## src/rtl/eip_defines.svh

```systemverilog
// Offsets, field positions and reset values of the extended interrupt enable/priority block
`ifndef EIP_DEFINES_SVH
`define EIP_DEFINES_SVH

// ==========================================================
// Register addresses on the special-function bus
`define EIP_ADDR_ENABLE_ONE 8'hE6
`define EIP_ADDR_PRIORITY_ONE 8'hF6

// ==========================================================
// Reset values
`define EIP_RESET_ENABLE_ONE 8'h00
`define EIP_RESET_PRIORITY_ONE 8'h00

// ==========================================================
// Source bit positions, shared by both registers
`define EIP_BIT_TIMER3 7
`define EIP_BIT_CMP1 6
`define EIP_BIT_CMP0 5
`define EIP_BIT_COUNTER_ARRAY 4
`define EIP_BIT_ADC_DONE 3
`define EIP_BIT_ADC_WINDOW 2
`define EIP_BIT_RTC 1
`define EIP_BIT_TWOWIRE 0

`endif

```

## src/rtl/eip_pkg.sv

```systemverilog
// Types of the extended interrupt enable/priority block
package eip_pkg;

    // ==========================================================
    // Raw request lines from the peripherals
    typedef struct packed {
        logic timer3_low_overflow_flag;
        logic timer3_high_overflow_flag;
        logic cmp1_rise_flag;
        logic cmp1_fall_flag;
        logic cmp0_rise_flag;
        logic cmp0_fall_flag;
        logic counter_array_req;
        logic adc_done_flag;
        logic adc_window_flag;
        logic rtc_alarm_flag;
        logic rtc_osc_fail_flag;
        logic twowire_req;
    } eip_src_s;

    // ==========================================================
    // Special-function register bus request
    typedef struct packed {
        logic       wr;
        logic       rd;
        logic [7:0] addr;
        logic [7:0] wdata;
    } eip_sfr_req_s;

    typedef logic [7:0] eip_vec_t;

    // Arbiter service level
    typedef enum logic [2:0] {
        EIP_IDLE = 3'b001,
        EIP_LOW  = 3'b010,
        EIP_HIGH = 3'b100
    } eip_level_e;

endpackage

```

## src/rtl/eip_arbiter.sv

```systemverilog
// Two-level priority arbiter with preemption tracking
`timescale 1ns/1ps
`default_nettype none
module eip_arbiter
    import eip_pkg::*;
#(
    parameter int NSRC = 8
) (
    // Clock and reset
    input wire logic mclk,
    input wire logic resetn,
    // Masked requests and priority levels
    input wire logic [NSRC-1:0] req,
    input wire logic [NSRC-1:0] prio,
    // Core service handshake
    input wire logic ack,
    input wire logic reti,
    // Selection
    output logic sel_valid,
    output logic [NSRC-1:0] sel_onehot,
    output logic sel_high,
    output eip_level_e level
);

    // ==========================================================
    // Selection
    function automatic logic [NSRC-1:0] lowest_set(input logic [NSRC-1:0] v);
        logic [NSRC-1:0] r;
        r = v & (~v + 1'b1);
        return r;
    endfunction

    wire logic [NSRC-1:0] hi_req = req & prio;
    wire logic [NSRC-1:0] lo_req = req & ~prio;
    wire logic any_hi = |hi_req;
    wire logic any_lo = |lo_req;
    eip_level_e level_q;
    eip_level_e level_d;
    logic low_saved_q;
    logic low_saved_d;

    // High can interrupt low service, low never interrupts high
    wire logic hi_ok = any_hi && (level_q != EIP_HIGH);
    wire logic lo_ok = any_lo && !any_hi && (level_q == EIP_IDLE);
    assign sel_valid = hi_ok || lo_ok;
    assign sel_high = hi_ok;
    assign sel_onehot = hi_ok ? lowest_set(hi_req) : (lo_ok ? lowest_set(lo_req) : '0);
    assign level = level_q;

    // ==========================================================
    // Service level tracking
    always_comb begin
        level_d = level_q;
        low_saved_d = low_saved_q;
        if (ack && hi_ok) begin
            low_saved_d = (level_q == EIP_LOW);
            level_d = EIP_HIGH;
        end else if (ack && lo_ok) begin
            level_d = EIP_LOW;
        end else if (reti) begin
            unique case (level_q)
                EIP_HIGH: begin
                    level_d = low_saved_q ? EIP_LOW : EIP_IDLE;
                    low_saved_d = 1'b0;
                end
                EIP_LOW: level_d = EIP_IDLE;
                EIP_IDLE: level_d = EIP_IDLE;
                default: level_d = EIP_IDLE;
            endcase
        end
    end

    always_ff @(posedge mclk) begin
        if (!resetn) begin
            level_q <= EIP_IDLE;
            low_saved_q <= 1'b0;
        end else begin
            level_q <= level_d;
            low_saved_q <= low_saved_d;
        end
    end

    if (NSRC < 1 || NSRC > 8) begin : g_bad_nsrc
        $error("eip_arbiter: NSRC must be 1..8");
    end

endmodule
`default_nettype wire

```

## src/rtl/eip_top.sv

```systemverilog
// Extended interrupt enable and priority registers with masked request routing
`timescale 1ns/1ps
`default_nettype none
`include "eip_defines.svh"
module eip_top
    import eip_pkg::*;
#(
    parameter int NSRC = 8
) (
    // Clock and reset
    input wire logic mclk,
    input wire logic resetn,
    // Special-function register bus
    input wire eip_sfr_req_s sfr_req,
    output logic [7:0] sfr_rdata,
    output logic sfr_hit,
    // Peripheral requests
    input wire eip_src_s src,
    // Core interrupt handshake
    input wire logic irq_ack,
    input wire logic irq_reti,
    output logic irq_req,
    output logic irq_high,
    output logic [NSRC-1:0] irq_sel,
    // Masked request vector and register contents
    output logic [NSRC-1:0] irq_pending,
    output logic [7:0] enable_out,
    output logic [7:0] priority_out
);

    // ==========================================================
    // Register storage and bus decode
    eip_vec_t enable_q;
    eip_vec_t enable_d;
    eip_vec_t priority_q;
    eip_vec_t priority_d;
    logic [7:0] rdata_q;
    logic [7:0] rdata_d;
    logic hit_q;
    logic hit_d;

    // One-hot match of the two mapped addresses: bit 0 enable, bit 1 priority
    function automatic logic [1:0] sfr_match(input logic strobe, input logic [7:0] addr);
        logic [1:0] m;
        m[0] = strobe && (addr == `EIP_ADDR_ENABLE_ONE);
        m[1] = strobe && (addr == `EIP_ADDR_PRIORITY_ONE);
        return m;
    endfunction

    // Write data or hold, shared by both registers
    function automatic eip_vec_t reg_next(input logic we, input eip_vec_t d, input eip_vec_t q);
        return we ? d : q;
    endfunction

    wire logic [1:0] wr_hit = sfr_match(sfr_req.wr, sfr_req.addr);
    wire logic [1:0] rd_hit = sfr_match(sfr_req.rd, sfr_req.addr);
    wire logic wr_en = wr_hit[0];
    wire logic wr_pr = wr_hit[1];
    wire logic rd_en = rd_hit[0];
    wire logic rd_pr = rd_hit[1];
    wire logic [7:0] rd_mux = rd_en ? enable_q : (rd_pr ? priority_q : 8'h00);

    // ==========================================================
    // Write path
    // Writes take effect the next edge; software relies on single-cycle writes
    assign enable_d = reg_next(wr_en, sfr_req.wdata, enable_q);
    assign priority_d = reg_next(wr_pr, sfr_req.wdata, priority_q);

    // ==========================================================
    // Read path
    // Reads see the flops, so a write in the same cycle returns the old value
    assign rdata_d = rd_mux;
    assign hit_d = |wr_hit || |rd_hit;

    // ==========================================================
    // Register flops
    always_ff @(posedge mclk) begin
        if (!resetn) begin
            enable_q <= `EIP_RESET_ENABLE_ONE;
        end else begin
            enable_q <= enable_d;
        end
    end

    always_ff @(posedge mclk) begin
        if (!resetn) begin
            priority_q <= `EIP_RESET_PRIORITY_ONE;
        end else begin
            priority_q <= priority_d;
        end
    end

    // Read data registered so it is stable one cycle after the strobe
    always_ff @(posedge mclk) begin
        if (!resetn) begin
            rdata_q <= 8'h00;
        end else begin
            rdata_q <= rdata_d;
        end
    end

    always_ff @(posedge mclk) begin
        if (!resetn) begin
            hit_q <= 1'b0;
        end else begin
            hit_q <= hit_d;
        end
    end

    // ==========================================================
    // Source grouping
    // The two flags of timer3, cmp1, cmp0 and rtc share one enable bit and one priority bit
    function automatic logic pair_or(input logic a, input logic b);
        return a | b;
    endfunction

    // Pure AND gating: source flags live in their peripherals and stay set
    wire logic raw_timer3 = pair_or(src.timer3_low_overflow_flag, src.timer3_high_overflow_flag);
    wire logic raw_cmp1 = pair_or(src.cmp1_rise_flag, src.cmp1_fall_flag);
    wire logic raw_cmp0 = pair_or(src.cmp0_rise_flag, src.cmp0_fall_flag);
    wire logic raw_counter_array = src.counter_array_req;
    wire logic raw_adc_done = src.adc_done_flag;
    wire logic raw_adc_window = src.adc_window_flag;
    wire logic raw_rtc = pair_or(src.rtc_alarm_flag, src.rtc_osc_fail_flag);
    wire logic raw_twowire = src.twowire_req;

    // ==========================================================
    // Enable bits
    wire logic timer3_irq_enable = enable_q[`EIP_BIT_TIMER3];
    wire logic cmp1_irq_enable = enable_q[`EIP_BIT_CMP1];
    wire logic cmp0_irq_enable = enable_q[`EIP_BIT_CMP0];
    wire logic counter_array_irq_enable = enable_q[`EIP_BIT_COUNTER_ARRAY];
    wire logic adc_done_irq_enable = enable_q[`EIP_BIT_ADC_DONE];
    wire logic adc_window_irq_enable = enable_q[`EIP_BIT_ADC_WINDOW];
    wire logic rtc_irq_enable = enable_q[`EIP_BIT_RTC];
    wire logic twowire_irq_enable = enable_q[`EIP_BIT_TWOWIRE];

    // ==========================================================
    // Priority bits: zero is the low level, one the high level
    wire logic timer3_irq_priority = priority_q[`EIP_BIT_TIMER3];
    wire logic cmp1_irq_priority = priority_q[`EIP_BIT_CMP1];
    wire logic cmp0_irq_priority = priority_q[`EIP_BIT_CMP0];
    wire logic counter_array_irq_priority = priority_q[`EIP_BIT_COUNTER_ARRAY];
    wire logic adc_done_irq_priority = priority_q[`EIP_BIT_ADC_DONE];
    wire logic adc_window_irq_priority = priority_q[`EIP_BIT_ADC_WINDOW];
    wire logic rtc_irq_priority = priority_q[`EIP_BIT_RTC];
    wire logic twowire_irq_priority = priority_q[`EIP_BIT_TWOWIRE];

    // ==========================================================
    // Masking
    wire logic timer3_irq_masked = raw_timer3 & timer3_irq_enable;
    wire logic cmp1_irq_masked = raw_cmp1 & cmp1_irq_enable;
    wire logic cmp0_irq_masked = raw_cmp0 & cmp0_irq_enable;
    wire logic counter_array_irq_masked = raw_counter_array & counter_array_irq_enable;
    wire logic adc_done_irq_masked = raw_adc_done & adc_done_irq_enable;
    wire logic adc_window_irq_masked = raw_adc_window & adc_window_irq_enable;
    wire logic rtc_irq_masked = raw_rtc & rtc_irq_enable;
    wire logic twowire_irq_masked = raw_twowire & twowire_irq_enable;

    logic [7:0] masked;
    assign masked[`EIP_BIT_TIMER3] = timer3_irq_masked;
    assign masked[`EIP_BIT_CMP1] = cmp1_irq_masked;
    assign masked[`EIP_BIT_CMP0] = cmp0_irq_masked;
    assign masked[`EIP_BIT_COUNTER_ARRAY] = counter_array_irq_masked;
    assign masked[`EIP_BIT_ADC_DONE] = adc_done_irq_masked;
    assign masked[`EIP_BIT_ADC_WINDOW] = adc_window_irq_masked;
    assign masked[`EIP_BIT_RTC] = rtc_irq_masked;
    assign masked[`EIP_BIT_TWOWIRE] = twowire_irq_masked;

    logic [7:0] prio_vec;
    assign prio_vec[`EIP_BIT_TIMER3] = timer3_irq_priority;
    assign prio_vec[`EIP_BIT_CMP1] = cmp1_irq_priority;
    assign prio_vec[`EIP_BIT_CMP0] = cmp0_irq_priority;
    assign prio_vec[`EIP_BIT_COUNTER_ARRAY] = counter_array_irq_priority;
    assign prio_vec[`EIP_BIT_ADC_DONE] = adc_done_irq_priority;
    assign prio_vec[`EIP_BIT_ADC_WINDOW] = adc_window_irq_priority;
    assign prio_vec[`EIP_BIT_RTC] = rtc_irq_priority;
    assign prio_vec[`EIP_BIT_TWOWIRE] = twowire_irq_priority;

    // ==========================================================
    // Priority arbitration
    // Ack acts on the live choice; a source change in the ack cycle redirects it
    wire logic [NSRC-1:0] arb_req = masked[NSRC-1:0];
    wire logic [NSRC-1:0] arb_prio = prio_vec[NSRC-1:0];
    logic arb_valid;
    logic [NSRC-1:0] arb_sel;
    logic arb_high;

    eip_arbiter #(
        .NSRC(NSRC)
    ) u_arb (
        .mclk(mclk),
        .resetn(resetn),
        .req(arb_req),
        .prio(arb_prio),
        .ack(irq_ack),
        .reti(irq_reti),
        .sel_valid(arb_valid),
        .sel_onehot(arb_sel),
        .sel_high(arb_high),
        .level()
    );

    // ==========================================================
    // Registered outputs
    logic irq_req_q;
    logic irq_req_d;
    logic irq_high_q;
    logic irq_high_d;
    logic [NSRC-1:0] irq_sel_q;
    logic [NSRC-1:0] irq_sel_d;
    logic [NSRC-1:0] pending_q;
    logic [NSRC-1:0] pending_d;

    // One cycle of latency traded for flop-driven outputs
    assign irq_req_d = arb_valid;
    assign irq_high_d = arb_high;
    assign irq_sel_d = arb_sel;
    assign pending_d = arb_req;

    always_ff @(posedge mclk) begin
        if (!resetn) begin
            irq_req_q <= 1'b0;
        end else begin
            irq_req_q <= irq_req_d;
        end
    end

    always_ff @(posedge mclk) begin
        if (!resetn) begin
            irq_high_q <= 1'b0;
        end else begin
            irq_high_q <= irq_high_d;
        end
    end

    always_ff @(posedge mclk) begin
        if (!resetn) begin
            irq_sel_q <= '0;
        end else begin
            irq_sel_q <= irq_sel_d;
        end
    end

    always_ff @(posedge mclk) begin
        if (!resetn) begin
            pending_q <= '0;
        end else begin
            pending_q <= pending_d;
        end
    end

    // ==========================================================
    // Output ports
    assign irq_req = irq_req_q;
    assign irq_high = irq_high_q;
    assign irq_sel = irq_sel_q;
    assign irq_pending = pending_q;
    assign enable_out = enable_q;
    assign priority_out = priority_q;
    assign sfr_rdata = rdata_q;
    assign sfr_hit = hit_q;

    // ==========================================================
    // Elaboration checks
    // Field positions must stay inside the byte and apart from each other
    localparam logic [7:0] FIELD_MAP = (8'h01 << `EIP_BIT_TIMER3)
        | (8'h01 << `EIP_BIT_CMP1)
        | (8'h01 << `EIP_BIT_CMP0)
        | (8'h01 << `EIP_BIT_COUNTER_ARRAY)
        | (8'h01 << `EIP_BIT_ADC_DONE)
        | (8'h01 << `EIP_BIT_ADC_WINDOW)
        | (8'h01 << `EIP_BIT_RTC)
        | (8'h01 << `EIP_BIT_TWOWIRE);

    if (FIELD_MAP != 8'hFF) begin : g_bad_fields
        $error("eip_top: source bit positions overlap");
    end

    if (NSRC != 8) begin : g_bad_nsrc
        $error("eip_top: NSRC must be 8, one per register bit");
    end

endmodule
`default_nettype wire
```

## config.mk

```make
export PLATFORM = sky130hd
export DESIGN_NAME = eip_top
export DESIGN_NICKNAME = d
export VERILOG_FILES = /design/src/rtl/eip_pkg.sv /design/src/rtl/eip_arbiter.sv /design/src/rtl/eip_top.sv
export VERILOG_INCLUDE_DIRS = /design/src /design/src/rtl
export SDC_FILE = /design/constraint.sdc
export NUM_CORES = 1
export LEC_CHECK = 0
export BUFFER_PORTS_ARGS = -buffer_cell sky130_fd_sc_hd__buf_2
export CORE_MARGIN = 2
export CORE_UTILIZATION = 38
export CTS_CLUSTER_DIAMETER = 50
export DETAILED_ROUTE_END_ITERATION = 12
export PLACE_DENSITY = 0.61
export SYNTH_ARGS = -nofsm -noshare
export SYNTH_HDL_FRONTEND = slang
export SYNTH_HIERARCHICAL = 1
export SYNTH_SLANG_ARGS = --single-unit
```

## constraint.sdc

```tcl
create_clock -name mclk -period 2.3 [get_ports mclk]
set_input_delay 0 -clock mclk [delete_from_list [all_inputs] [get_ports mclk]]
set_output_delay 0 -clock mclk [all_outputs]
set_load 0.03 [all_outputs]
```

## Word-level counts from Yosys, hierarchy flattened

Index checks and enable logic that the tools add are counted.

| cells by class | value |
|---|---|
| shift operators | 0 |
| order comparisons | 0 |
| add/subtract/negate cells | 2 |
| reductions and logical operators | 22 |
| mux-type cells | 13 |
| eq/ne operators | 7 |
| bitwise gates (word level) | 20 |
| $mul | 0 |
| divide/modulo/power cells | 0 |

Operators with widths:

| cell | number |
|---|---|
| 8-bit bitwise AND | 4 |
| 8-bit two-way mux | 4 |
| 8-bit NOT | 3 |
| 8-bit by 1-bit adder with 8-bit output, second input constant | 2 |
| 8-bit == test, second input constant | 2 |
| 8-bit OR reduction | 2 |
| 3-bit two-way mux | 4 |
| 1-bit logical AND | 9 |
| 1-bit bitwise AND | 8 |
| 2-bit nonzero test | 3 |
| 2-bit OR reduction | 3 |
| 1-bit two-way mux | 4 |
| 1-bit bitwise OR | 4 |
| 3-bit by 1-bit == test with 1-bit output, second input constant | 1 |
| 3-bit by 2-bit == test with 1-bit output, second input constant | 1 |
| 3-bit == test, second input constant | 1 |
| 3-bit != test, second input constant | 1 |
| 3-bit AND reduction | 1 |
| 3-bit nonzero test | 1 |
| 1-bit logical OR | 2 |
| 2-bit two-way mux | 1 |
| 2-bit by 1-bit != test with 1-bit output, second input constant | 1 |
| 1-bit zero test | 1 |
| 1-bit NOT | 1 |

| storage, ports and cells | value |
|---|---|
| input bits | 34 |
| register bits | 47 |
| memory bits (writable) | 0 |
| word-level logic and storage cells | 75 |
| memories kept | 0 |
| bits in read-only memories | 0 |
| latch bits | 0 |
| output and inout bits | 43 |

## Longest topological paths before layout

Gate-level depths: netlist of run 1.

| depth | value |
|---|---|
| depth in word-level cells | 10 |
| mapped depth | 6 |

## Cells and area by module

Netlist of run 1, hierarchy kept.

Modules (own cells, without submodules):

| module | seq. area each (sq um) | instances | cells each | area each (sq um) |
|---|---|---|---|---|
| eip_top | 860.8 | 1 | 143 | 1537.7 |
| eip_arbiter | 80.1 | 1 | 78 | 549.3 |

## Worst setup path after synthesis of run 1

OpenSTA, ideal clock, no wires.

| timing | value |
|---|---|
| path kind | reg-to-reg |
| from | reg enable_q[0] (netlist: enable_out[0]) |
| to | reg u_arb.level_q[0] (netlist: u_arb/level[0]) |
| library setup time | 122 ps |
| slack | 163 ps |
| cell stages (with the launch flop) | 6 |
| path buffers | 0 |
| clock period less this slack | 2137 ps |
| arrival time | 2015 ps |
| path through | dfxtp_1 -> and2_1 -> a222oi_1 -> and4_1 -> o31ai_1 -> a221o_1 |

| on the way | value |
|---|---|
| longest elaborated chain between the ends | 9 |
| elaborated cells on any way between the ends | 14 |
| those cells by class | mux (2); bitwise (3); reduce/logical (9) |

RTL lines:

| element | line | source |
|---|---|---|
| start: declaration | eip_top.sv:33 | `eip_vec_t enable_q;` |
| start signal: assignment | eip_top.sv:79 | `` enable_q <= `EIP_RESET_ENABLE_ONE; `` |
| start signal: assignment | eip_top.sv:81 | `enable_q <= enable_d;` |
| 1-bit bitwise AND * | eip_top.sv:158 | `wire logic twowire_irq_masked = raw_twowire & twowire_irq_enable;` |
| named net twowire_irq_masked | eip_top.sv:158 |  |
| 8-bit bitwise AND | eip_arbiter.sv:33 | `wire logic [NSRC-1:0] hi_req = req & prio;` |
| 8-bit OR reduction | eip_arbiter.sv:35 | `wire logic any_hi = \|hi_req;` |
| 1-bit zero test | eip_arbiter.sv:44 | `wire logic lo_ok = any_lo && !any_hi && (level_q == EIP_IDLE);` |
| 1-bit logical AND (2 in a row) | eip_arbiter.sv:44 |  |
| 1-bit logical AND | eip_arbiter.sv:58 | `end else if (ack && lo_ok) begin` |
| 3-bit two-way mux | eip_arbiter.sv:58 |  |
| 3-bit two-way mux | eip_arbiter.sv:55 | `if (ack && hi_ok) begin` |
| end signal: assignment | eip_arbiter.sv:78 | `level_q <= level_d;` |
| end: declaration | eip_arbiter.sv:37 | `eip_level_e level_q;` |

Mark *: on every way through the listed nets, which the timed path passes. The rest lies on a longest branch.
A chain may end at the register's enable or synchronous reset.

## Final worst setup path of run 1

| timing | value |
|---|---|
| from | reg enable_q[5] (netlist: enable_out[5]) |
| to | reg u_arb.level_q[0] (netlist: u_arb/level[0]) |

| on the way | value |
|---|---|
| longest elaborated chain between the ends | 9 |
| elaborated cells on any way between the ends | 14 |
| those cells by class | mux (2); bitwise (3); reduce/logical (9) |

RTL lines:

| element | line | source |
|---|---|---|
| 1-bit bitwise AND * | eip_top.sv:153 | `wire logic cmp0_irq_masked = raw_cmp0 & cmp0_irq_enable;` |
| named net cmp0_irq_masked | eip_top.sv:153 |  |
| 8-bit bitwise AND | eip_arbiter.sv:33 |  |
| 8-bit OR reduction | eip_arbiter.sv:35 |  |
| 1-bit zero test | eip_arbiter.sv:44 |  |
| 1-bit logical AND (2 in a row) | eip_arbiter.sv:44 |  |
| 1-bit logical AND | eip_arbiter.sv:58 |  |
| 3-bit two-way mux | eip_arbiter.sv:58 |  |
| 3-bit two-way mux | eip_arbiter.sv:55 |  |

Marks and branches as above.

==> key figures, run 1 <==
Drt
  • DR vias/cell: approximately 4.9
  • Antenna Violating Nets Remaining: 0
  • Final wirelength: about 5.0 mm
  • Wire per inst: around 13 µm
  • DRT Pass-1 Iters: 4
  • DR vias: around 1900
  • DRC viols: 0
  • 1st-iter DRT viols: roughly 120

Synthesis
  • FFs w/ async S/R, synth: 0%
  • Ys Warns: 6
  • Synth Register Bits: 47
  • Syn_area_per_cell: around 9.4 µm²
  • Seq/Total Area, Yosys: a little under half
  • Ys flop type: dfxtp_1
  • Share of the synthesized area in the top cell type: between 40% and 50%
  • Top-count cell post-synth: dfxtp_1
  • Net count after synthesis: about 260
  • Post-synthesis cell type count: 45
  • Leading post-synthesis cells by cell area: dfxtp_1, mux2i_1, and2_1
  • Synth area leader: dfxtp_1
  • Synthesized area: between 2000 and 2500 µm²
  • Mapped Cells: 221
  • Post-synth EDFFs: 0
  • Top post-synthesis cells by count: dfxtp_1, nand2_1, mux2i_1

Critical path
  • Critical path capture point type: register
  • Reg2Reg Depth: 5
  • Crit path required time: approximately 2500 ps
  • Critical path class: register to register
  • Reg2reg setup slack: roughly 150 ps
  • Startpoint Class: register
  • CP Max Fanout: 6
  • WP data arrival: 2340 ps
  • Reg2reg start: enable_out[5]
  • R2R Path End: u_arb/level[0]

Clocking
  • CTS tree: done
  • Clock sink total: 47
  • Worst-skew pair later-pin latency: roughly 300 ps
  • Clock-pin slew on the worst setup and hold paths: 90 ps
  • H-tree levels: 2
  • Num CTS Buffers: 5
  • Clock buffer depth: 2
  • CTS root buf: clkbuf_8

Floorplanning
  • Die Y: approximately 78 µm
  • Die X: 78.1 µm
  • Die area: 6100 µm²
  • Io pins: between 70 and 80
  • Starting Density: 40.1%
  • Total core area: around 5200 µm²
  • Core Rows: 26

Power
  • P_leak: ~1.3 nW
  • Comb pwr share: between 5 and 6%
  • Seq pwr share: 50.4%
  • Switching pwr: roughly 320 µW
  • Switching Share: slightly below 20%
  • Peak VDD IR: ~300 µV
  • Clock power frac: between 40 and 50%
  • Pwr dens: roughly 570 nW/µm²
  • Internal Power: between 1 and 1.5 mW

STA
  • # setup viols final: 0
  • Final Slew Violations: 0
  • Worst slew pin tran: between 700 and 800 ps
  • Final hold vios: 0
  • Worst slew margin: between 40% and 50%
  • Fin crit share: around 93%
  • Final setup TNS: 0 ps
  • Clock Skew: about 5.3 ps
  • FMAX: approximately 470 MHz
  • RSZ-0062 raised after global routing: no
  • Final min period: 2150 ps
  • WHS: approximately 38 ps

Placed design
  • Placed wire-length estimate: roughly 3.6 mm
  • Gpl congestion: about 0.77
  • IO Port Bufs: 76
  • Cells after DPL: 363

Finish
  • Final Non-Filler Cells: 385
  • Nets: approximately 350
  • Area growth from synthesis to layout: 35.1%
  • Layout cells sized above 1: between 20% and 30%
  • N_diodes: 0

Global route
  • Vias in the first global route: 1858
  • First-pass GRT wire length: between 8 and 9 mm
  • Largest net degree at the start of global routing: 32
  • GRT overflow: 0
  • Initial antenna violation count: 0
  • Total GRT Usage: between 15 and 20%

Flow run
  • Max cap viols: 0

Run status
  • Status: complete, no violations

Hold path
  • Hold Path Sink: u_arb/low_saved_q
  • WHS Path Cells: 4
  • Worst Min Path Start: irq_reti
  • Hold Crit Class: input port to register
-- metal layers --
metal / global-route usage, % / share of wire, % / vias up / wire (µm)
li1: - / - / 965 / -
met1: 21.3 / 46 / 853 / 2320
met2: 29.5 / 46 / 70 / 2310
met3: 3.56 / 6.4 / 6 / 323
met4: 7.19 / 1.5 / 0 / 74
met5: 0 / 0 / - / 0
-- cell usage in the layout (no fill, tap or decap), types with 3 or more instances in the layout --
cell,synthesis,layout
buf_2,0,76
dfxtp_1,47,47
nand2_1,33,33
mux2i_1,24,24
and2_1,20,20
dlygate4sd3_1,0,14
nor2_1,9,9
inv_1,9,9
nand2b_1,6,6
a21oi_1,6,6
clkbuf_8,0,5
nand3_1,5,5
o21a_1,4,4
and3_1,4,4
or3_1,3,3
o21ai_0,3,3
buf_4,0,3
o21ai_1,3,3
-- final cells by class --
type                    instances  area, µm²
clock buffers                   5       68.8
flip-flops and latches         47        941
repair buffers                 93        543
multi-input cells             158       1080
inverters                       9       33.8
well taps                      70       87.6
fillers                       499       2380
clock inverters                 3       67.6
-- what timing repair did --
item,4_1_cts,5_1_grt
endpoints found under the hold margin,22,0
hold buffers,14,0
buffers inserted,0,0
gates resized for setup,0,0
-- sequential cells by signal (all words and copies together), names as in the netlist --
name	count
sfr_hit	1
irq_high	1
irq_req	1
u_arb/level	3
u_arb/low_saved_q	1
priority_out	8
sfr_rdata	8
enable_out	8
irq_sel	8
irq_pending	8
-- critical path, cell delays in order, from the launching register on --
cell	delay [ps]
dfxtp_1	340
o21a_1	170
a222oi_1	680
and4_1	340
o31ai_1	150
a221o_1	350
-- how the worst max path moves through the flow --
stage / startpoint / to / slack, ps / cells after the start
final: enable_out[5] / u_arb/level[0] / 150 / 5
after global routing: enable_out[5] / u_arb/level[0] / 40 / 5
after floorplan: enable_out[0] / u_arb/level[0] / 160 / 5
after detailed placement: enable_out[5] / u_arb/level[0] / 190 / 5
after CTS: enable_out[5] / u_arb/level[0] / 180 / 5
after global placement: enable_out[5] / u_arb/level[0] / 280 / 5
-- logic make-up after synthesis --
family                 after synthesis  share of synthesized area [%]
AO/OA/AOI/OAI                       34                           11.5
XOR/XNOR                             3                           1.26
buffers and inverters               16                           3.24
flip-flops                          47                           45.1
multiplexers                        24                           11.5
AND/OR/NAND/NOR                     97                           27.4
-- power groups by stage --
stage                     clock network (mW)  logic [mW]  registers (mW)
after detailed placement                   0      0.0728           0.833
after global routing                   0.760       0.101           0.815
final                                  0.709      0.0912           0.814
after floorplan                            0      0.0336           0.834
after global placement                     0      0.0732           0.833
after CTS                              0.727      0.0912           0.814
-- stage by stage --
step | power (mW) | worst slack, ps | utilization (%) | instance area [µm²]
floorplan | 0.868 | 163 | - | 2090
global placement | 0.907 | 281 | 48.9 | 2540
detailed placement | 0.906 | 194 | 48.9 | 2540
CTS | 1.63 | 182 | 54.2 | 2820
global route | 1.68 | 36.2 | 54.2 | 2820
finish | 1.61 | 153 | 54.2 | 2820
Note: power is estimated with default switching activity, not from simulation.
==> inputs of run 2 (changes only) <==
==> constraint.sdc (replaced) <==
create_clock -name mclk -period 2.3 [get_ports mclk]
set_input_delay 0.345 -clock mclk [delete_from_list [all_inputs] [get_ports mclk]]
set_output_delay 0.345 -clock mclk [all_outputs]
set_load 0.03 [all_outputs]
==> run 2 against run 1 <==
Total power fell by 7.6%. Die area unchanged. Worst hold slack gained 250 ps. Maximum frequency increased by 11%. Final area is 5.3% lower. Global-route usage decreased by 0.73 points. Sequential share of layout area increased by 1.9 points. Final cell count decreased by 3.1%. Largest power group unchanged.
==> key figures, run 2 (synthesis results as in run 1) <==
Clocking
  • CTS tree: done
  • CTS root buf: clkbuf_8
  • Post-CTS Setup Bufs: 0
  • CTS resizes: 0
  • Clock buffer depth: 2
  • H-tree levels: 2
  • Worst-skew pair later-pin latency: roughly 300 ps
  • Clock-pin slew on the worst setup and hold paths: roughly 90 ps
  • Num CTS Buffers: 5
  • Clock sink total: between 40 and 50
  • # hold bufs at CTS: 0

Critical path
  • WP data arrival: ~2100 ps
  • Critical-path cell list: and2_1, a222oi_1, buf_4, and4_1, o31ai_1, a221o_1
  • Crit path required time: ~2500 ps
  • Slowest Stage Delay on Critical Path: about 360 ps
  • Startpoint Class: register
  • Buf+Inv Stages, Crit Path: 1
  • Critical Path Slowest Stage Cell: dfxtp_1
  • Critical path class: register to register
  • Critical path capture point type: register
  • CP Max Fanout: 8
  • Delay-heaviest family, CP: compound AO/OA/AOI/OAI gates

Global route
  • Met2 GRT Util: 27.9%
  • Total GRT Usage: between 10% and 20%
  • Met3 Resource Use GR: 5.06%
  • Largest net degree at the start of global routing: 38
  • Grt peak-use layer: met2
  • GRT overflow: 0
  • First-pass GRT wire length: just over 8 mm
  • Vias in the first global route: roughly 1700
  • Initial antenna violation count: 0
  • GRT met1 Usage: roughly 20%

STA
  • Worst slew pin tran: 527 ps
  • Final min period: 1930 ps
  • Worst slew margin: ~65%
  • Final hold vios: 0
  • Setup ws final: approximately 370 ps
  • RSZ-0062 raised after global routing: no
  • Clock Skew: roughly 8.0 ps
  • Final Slew Violations: 0
  • Final setup TNS: 0 ps
  • FMAX: 517 MHz
  • # setup viols final: 0
  • Fin crit share: a little over four fifths

Finish
  • Multi-input logic area: between 1000 and 1500 µm²
  • # fillers: around 500
  • Register area: around 940 µm²
  • Area growth from synthesis to layout: 28.0%
  • Final Non-Filler Cells: approximately 370
  • Nets: roughly 340
  • Layout cells sized above 1: around a third
  • Most frequent cells in the layout: buf_2, dfxtp_1, nand2_1
  • Most common cell after layout, fill and taps aside: buf_2
  • N_diodes: 0

Floorplanning
  • Die X: about 78 µm
  • Die Y: between 70 and 80 µm
  • Starting Density: 40.1%
  • Total core area: ~5200 µm²
  • Core Rows: 26
  • Io pins: 77
  • Die area: ~6000 µm²

Drt
  • DR vias: between 1500 and 2000
  • Final wirelength: 4.92 mm
  • DR vias/cell: 4.95
  • 1st-iter DRT viols: slightly below 80
  • Wire per inst: 13.2 µm
  • DRT Pass-1 Iters: 4
  • Antenna Violating Nets Remaining: 0
  • DRC viols: 0

Placed design
  • IO Port Bufs: 76
  • Placed wire-length estimate: around 3.6 mm
  • Cells after DPL: roughly 370
  • Gpl congestion: 0.779
  • Post-place setup slack: between 200 and 300 ps

Power
  • Pwr dens: 558 nW/µm²
  • Peak VDD IR: 333 µV
  • P_leak: 1.23 nW

Flow run
  • Max cap viols: 0

Run status
  • Status: complete, no violations

Hold path
  • Hold Crit Class: input port to register
run 2: cell types whose count changed in the layout (fill, tap and decap cells not counted), sizes merged:
cell	before	now
bufinv	2	1
clkinvlp	1	0
clkinv	0	2
buf	79	81
dlygate4sd3	14	0
run 2: report_power, final:
part | internal [mW] | switching, mW
Clock | 0.324 | 0.282
Sequential | 0.814 | 0.000680
Combinational | 0.0320 | 0.0403
run 2: cell type report:
type                            count  area share, %
Clock buffer                        5           2.58
Clock inverter                      3           1.64
Inverter                            9           1.26
Multi-Input combinational cell    158           40.4
Sequential cell                    47           35.2
Tap cell                           70           3.28
Timing Repair Buffer               81           15.6
run 2: worst paths after layout:
| kind | start | to | slack [ps] | cells past startpoint |
|---|---|---|---|---|
| setup / recovery | enable_out[0] | u_arb/level[0] | 370 | 6 |
| hold / removal | src[5] | irq_pending[4] | 290 | 2 |
| hold reg to reg | u_arb/low_saved_q | u_arb/low_saved_q | 480 | 2 |
| setup reg to reg | enable_out[0] | u_arb/level[0] | 370 | 6 |
run 2: metal layers:
metal / wire (µm) / up-vias
met4: 21 / 0
li1: - / 936
met5: 0 / -
met1: 2260 / 840
met2: 2290 / 69
met3: 350 / 2
run 2: worst reg2reg max path, delay by kind of cell (launching register included):
family | cells | cell delay [ps]
AOI/OAI and AO/OA | 3 | 850
buffers and inverters | 1 | 210
DFF | 1 | 360
and+or+nand+nor | 2 | 420
run 2: metrics by stage:
stage                     utilization, %  hold WS, ps  power (mW)  instance area (µm²)
final                               51.3          286        1.49                 2670
after global routing                51.3          274        1.54                 2670
after CTS                           51.3          280        1.51                 2670
after detailed placement            49.2          476       0.906                 2560
after global placement              49.2          468       0.906                 2560
after floorplan                        -          442       0.868                 2090
==> inputs of run 3 (changes only) <==
Clock period 2.3 ns to 1.97 ns, I/O delays scaled along.
==> run 3 against run 2 <==
Die area did not move. Sequential power rose by 17%. Combinational power rose by 20%. Largest power group unchanged. Critical endpoint unchanged. Non-clock buffer count rose by 13. Final area rose by 4.3%. Clock-buffer cell count rose by 1. Worst hold slack got worse by 45 ps. Clock skew rose by 2.5 ps. Total power rose by 14%. Via count rose by 2.8%.
==> key figures, run 3 (synthesis results as in run 1) <==
Run status
  • Status: complete, no violations

Critical path
  • Crit path required time: between 2000 and 2500 ps
  • Reg2reg setup slack: roughly 100 ps
  • Critical path class: register to register
  • Startpoint Class: register
  • Reg2Reg Depth: 6
  • CP Max Fanout: 5
  • Reg2reg start: enable_out[0]
  • R2R Path End: u_arb/level[0]
  • Critical path capture point type: register
  • WP data arrival: between 2000 and 2500 ps

Placed design
  • Post-DP Area: 2650 µm²
  • Cells after DPL: between 300 and 400
  • IO Port Bufs: 76
  • Placed wire-length estimate: around 3.9 mm
  • Gpl congestion: ~0.77

Finish
  • # fillers: about 500
  • N_diodes: 0
  • Fin area: ~2800 µm²
  • Most frequent cells in the layout: buf_2, dfxtp_1, nand2_1
  • Layout cells sized above 1: 36.1%
  • Final Non-Filler Cells: about 390
  • Nets: between 300 and 400
  • Area growth from synthesis to layout: 33.5%
  • Most common cell after layout, fill and taps aside: buf_2

Power
  • P_leak: between 1 and 1.5 nW
  • Peak VDD IR: 349 µV
  • Pwr dens: approximately 610 nW/µm²

STA
  • Final Slew Violations: 0
  • Fin crit share: a little over nine tenths
  • Clock Skew: 10.5 ps
  • Worst slew margin: a little over two thirds
  • Final hold vios: 0
  • RSZ-0062 raised after global routing: yes
  • # setup viols final: 0
  • Worst slew pin tran: approximately 440 ps
  • FMAX: 534 MHz
  • Final min period: roughly 1900 ps

Global route
  • GRT met1 Usage: a little under a quarter
  • Grt peak-use layer: met2
  • Initial antenna violation count: 0
  • Total GRT Usage: between 10% and 20%
  • Largest net degree at the start of global routing: 37
  • Met2 GRT Util: ~28%
  • Met3 Resource Use GR: about 4.5%
  • First-pass GRT wire length: slightly above 8 mm
  • Vias in the first global route: between 1500 and 2000
  • GRT overflow: 0

Floorplanning
  • Starting Density: 40.1%
  • Die area: slightly above 6000 µm²
  • Die Y: about 80 µm
  • Core Rows: 26
  • Total core area: about 5200 µm²
  • Io pins: slightly below 80
  • Die X: ~80 µm

Clocking
  • Clock-pin slew on the worst setup and hold paths: 90 ps
  • Clock buffer depth: 2
  • Num CTS Buffers: 5
  • # hold bufs at CTS: 0
  • H-tree levels: 2
  • Clock sink total: 47
  • CTS root buf: clkbuf_8
  • CTS tree: done
  • Worst-skew pair later-pin latency: ~300 ps

Drt
  • DR vias/cell: between 4 and 5
  • DRT Pass-1 Iters: 4
  • Antenna Violating Nets Remaining: 0
  • Final wirelength: around 5.1 mm
  • DR vias: about 1900
  • 1st-iter DRT viols: 74
  • DRC viols: 0
  • Wire per inst: 13.3 µm

Hold path
  • Worst Min Path Start: src[5]
  • Hold Crit Class: input port to register
  • Hold Path Sink: irq_pending[4]
  • WHS Path Cells: 2

Flow run
  • Max cap viols: 0
## run 3: cell types whose count changed in the layout (fill, tap and decap cells not counted), sizes merged
cell and change:
bufinv -1, buf +13, inv +1, clkinv -1
clkbuf +1
## run 3: final cells by class
cell class	instances	area [µm²]	area share (%)
clock buffer	6	93.8	3.37
multi-input combinational	158	1090	39.2
timing repair buffer	94	515	18.5
clock inverter	2	17.5	0.629
tap	70	87.6	3.14
sequential	47	946	34.0
inverter	9	33.8	1.21
## run 3: worst max-delay path, cell delays in order, from the launching register on
cell	delay [ps]
dfxtp_4	370
and2_4	150
a222oi_1	340
buf_4	200
and4_1	260
o31ai_2	120
a221o_1	330
## run 3: report_power, final
group	leakage (nW)	total [mW]	internal [mW]	switching (mW)
clock	0.0569	0.664	0.334	0.330
sequential	0.380	0.949	0.948	0.000625
combinational	0.870	0.0870	0.0378	0.0492
total	1.31	1.70	1.32	0.380
## run 3: worst max path at each step
stage / cells after the start / to / slack [ps] / from
global route: 7 / irq_sel[4] / -10 / enable_out[0]
detailed placement: 7 / u_arb/level[0] / 60 / src[1]
floorplan: 5 / u_arb/level[0] / -40 / enable_out[0]
CTS: 6 / u_arb/level[0] / 100 / enable_out[0]
finish: 6 / u_arb/level[0] / 100 / enable_out[0]
global placement: 8 / irq_sel[4] / 70 / src[0]
## run 3: timing repair
| item | CTS | global route |
|---|---|---|
| buffers inserted | 0 | 2 |
| setup endpoints to repair | 0 | 3 |
| gates resized for setup | 0 | 1 |
## run 3: metrics by stage
step                      TNS [ps]  hold slack [ps]  setup slack [ps]  power [mW]  utilization (%)
final                            0              241              98.7        1.70             53.5
after global routing         -13.1              225             -13.1        1.78             53.5
after CTS                        0              227              98.8        1.72             53.1
after detailed placement         0              465              58.1        1.06             51.0
after global placement           0              463              67.4        1.06             51.0
after floorplan              -57.5              427             -42.4        1.01                -
## run 3: per-layer routing
layer	up-vias	part of all wire, %
met1	865	48
met3	4	6.0
li1	965	-
met2	65	46
met4	0	0.74
met5	-	0
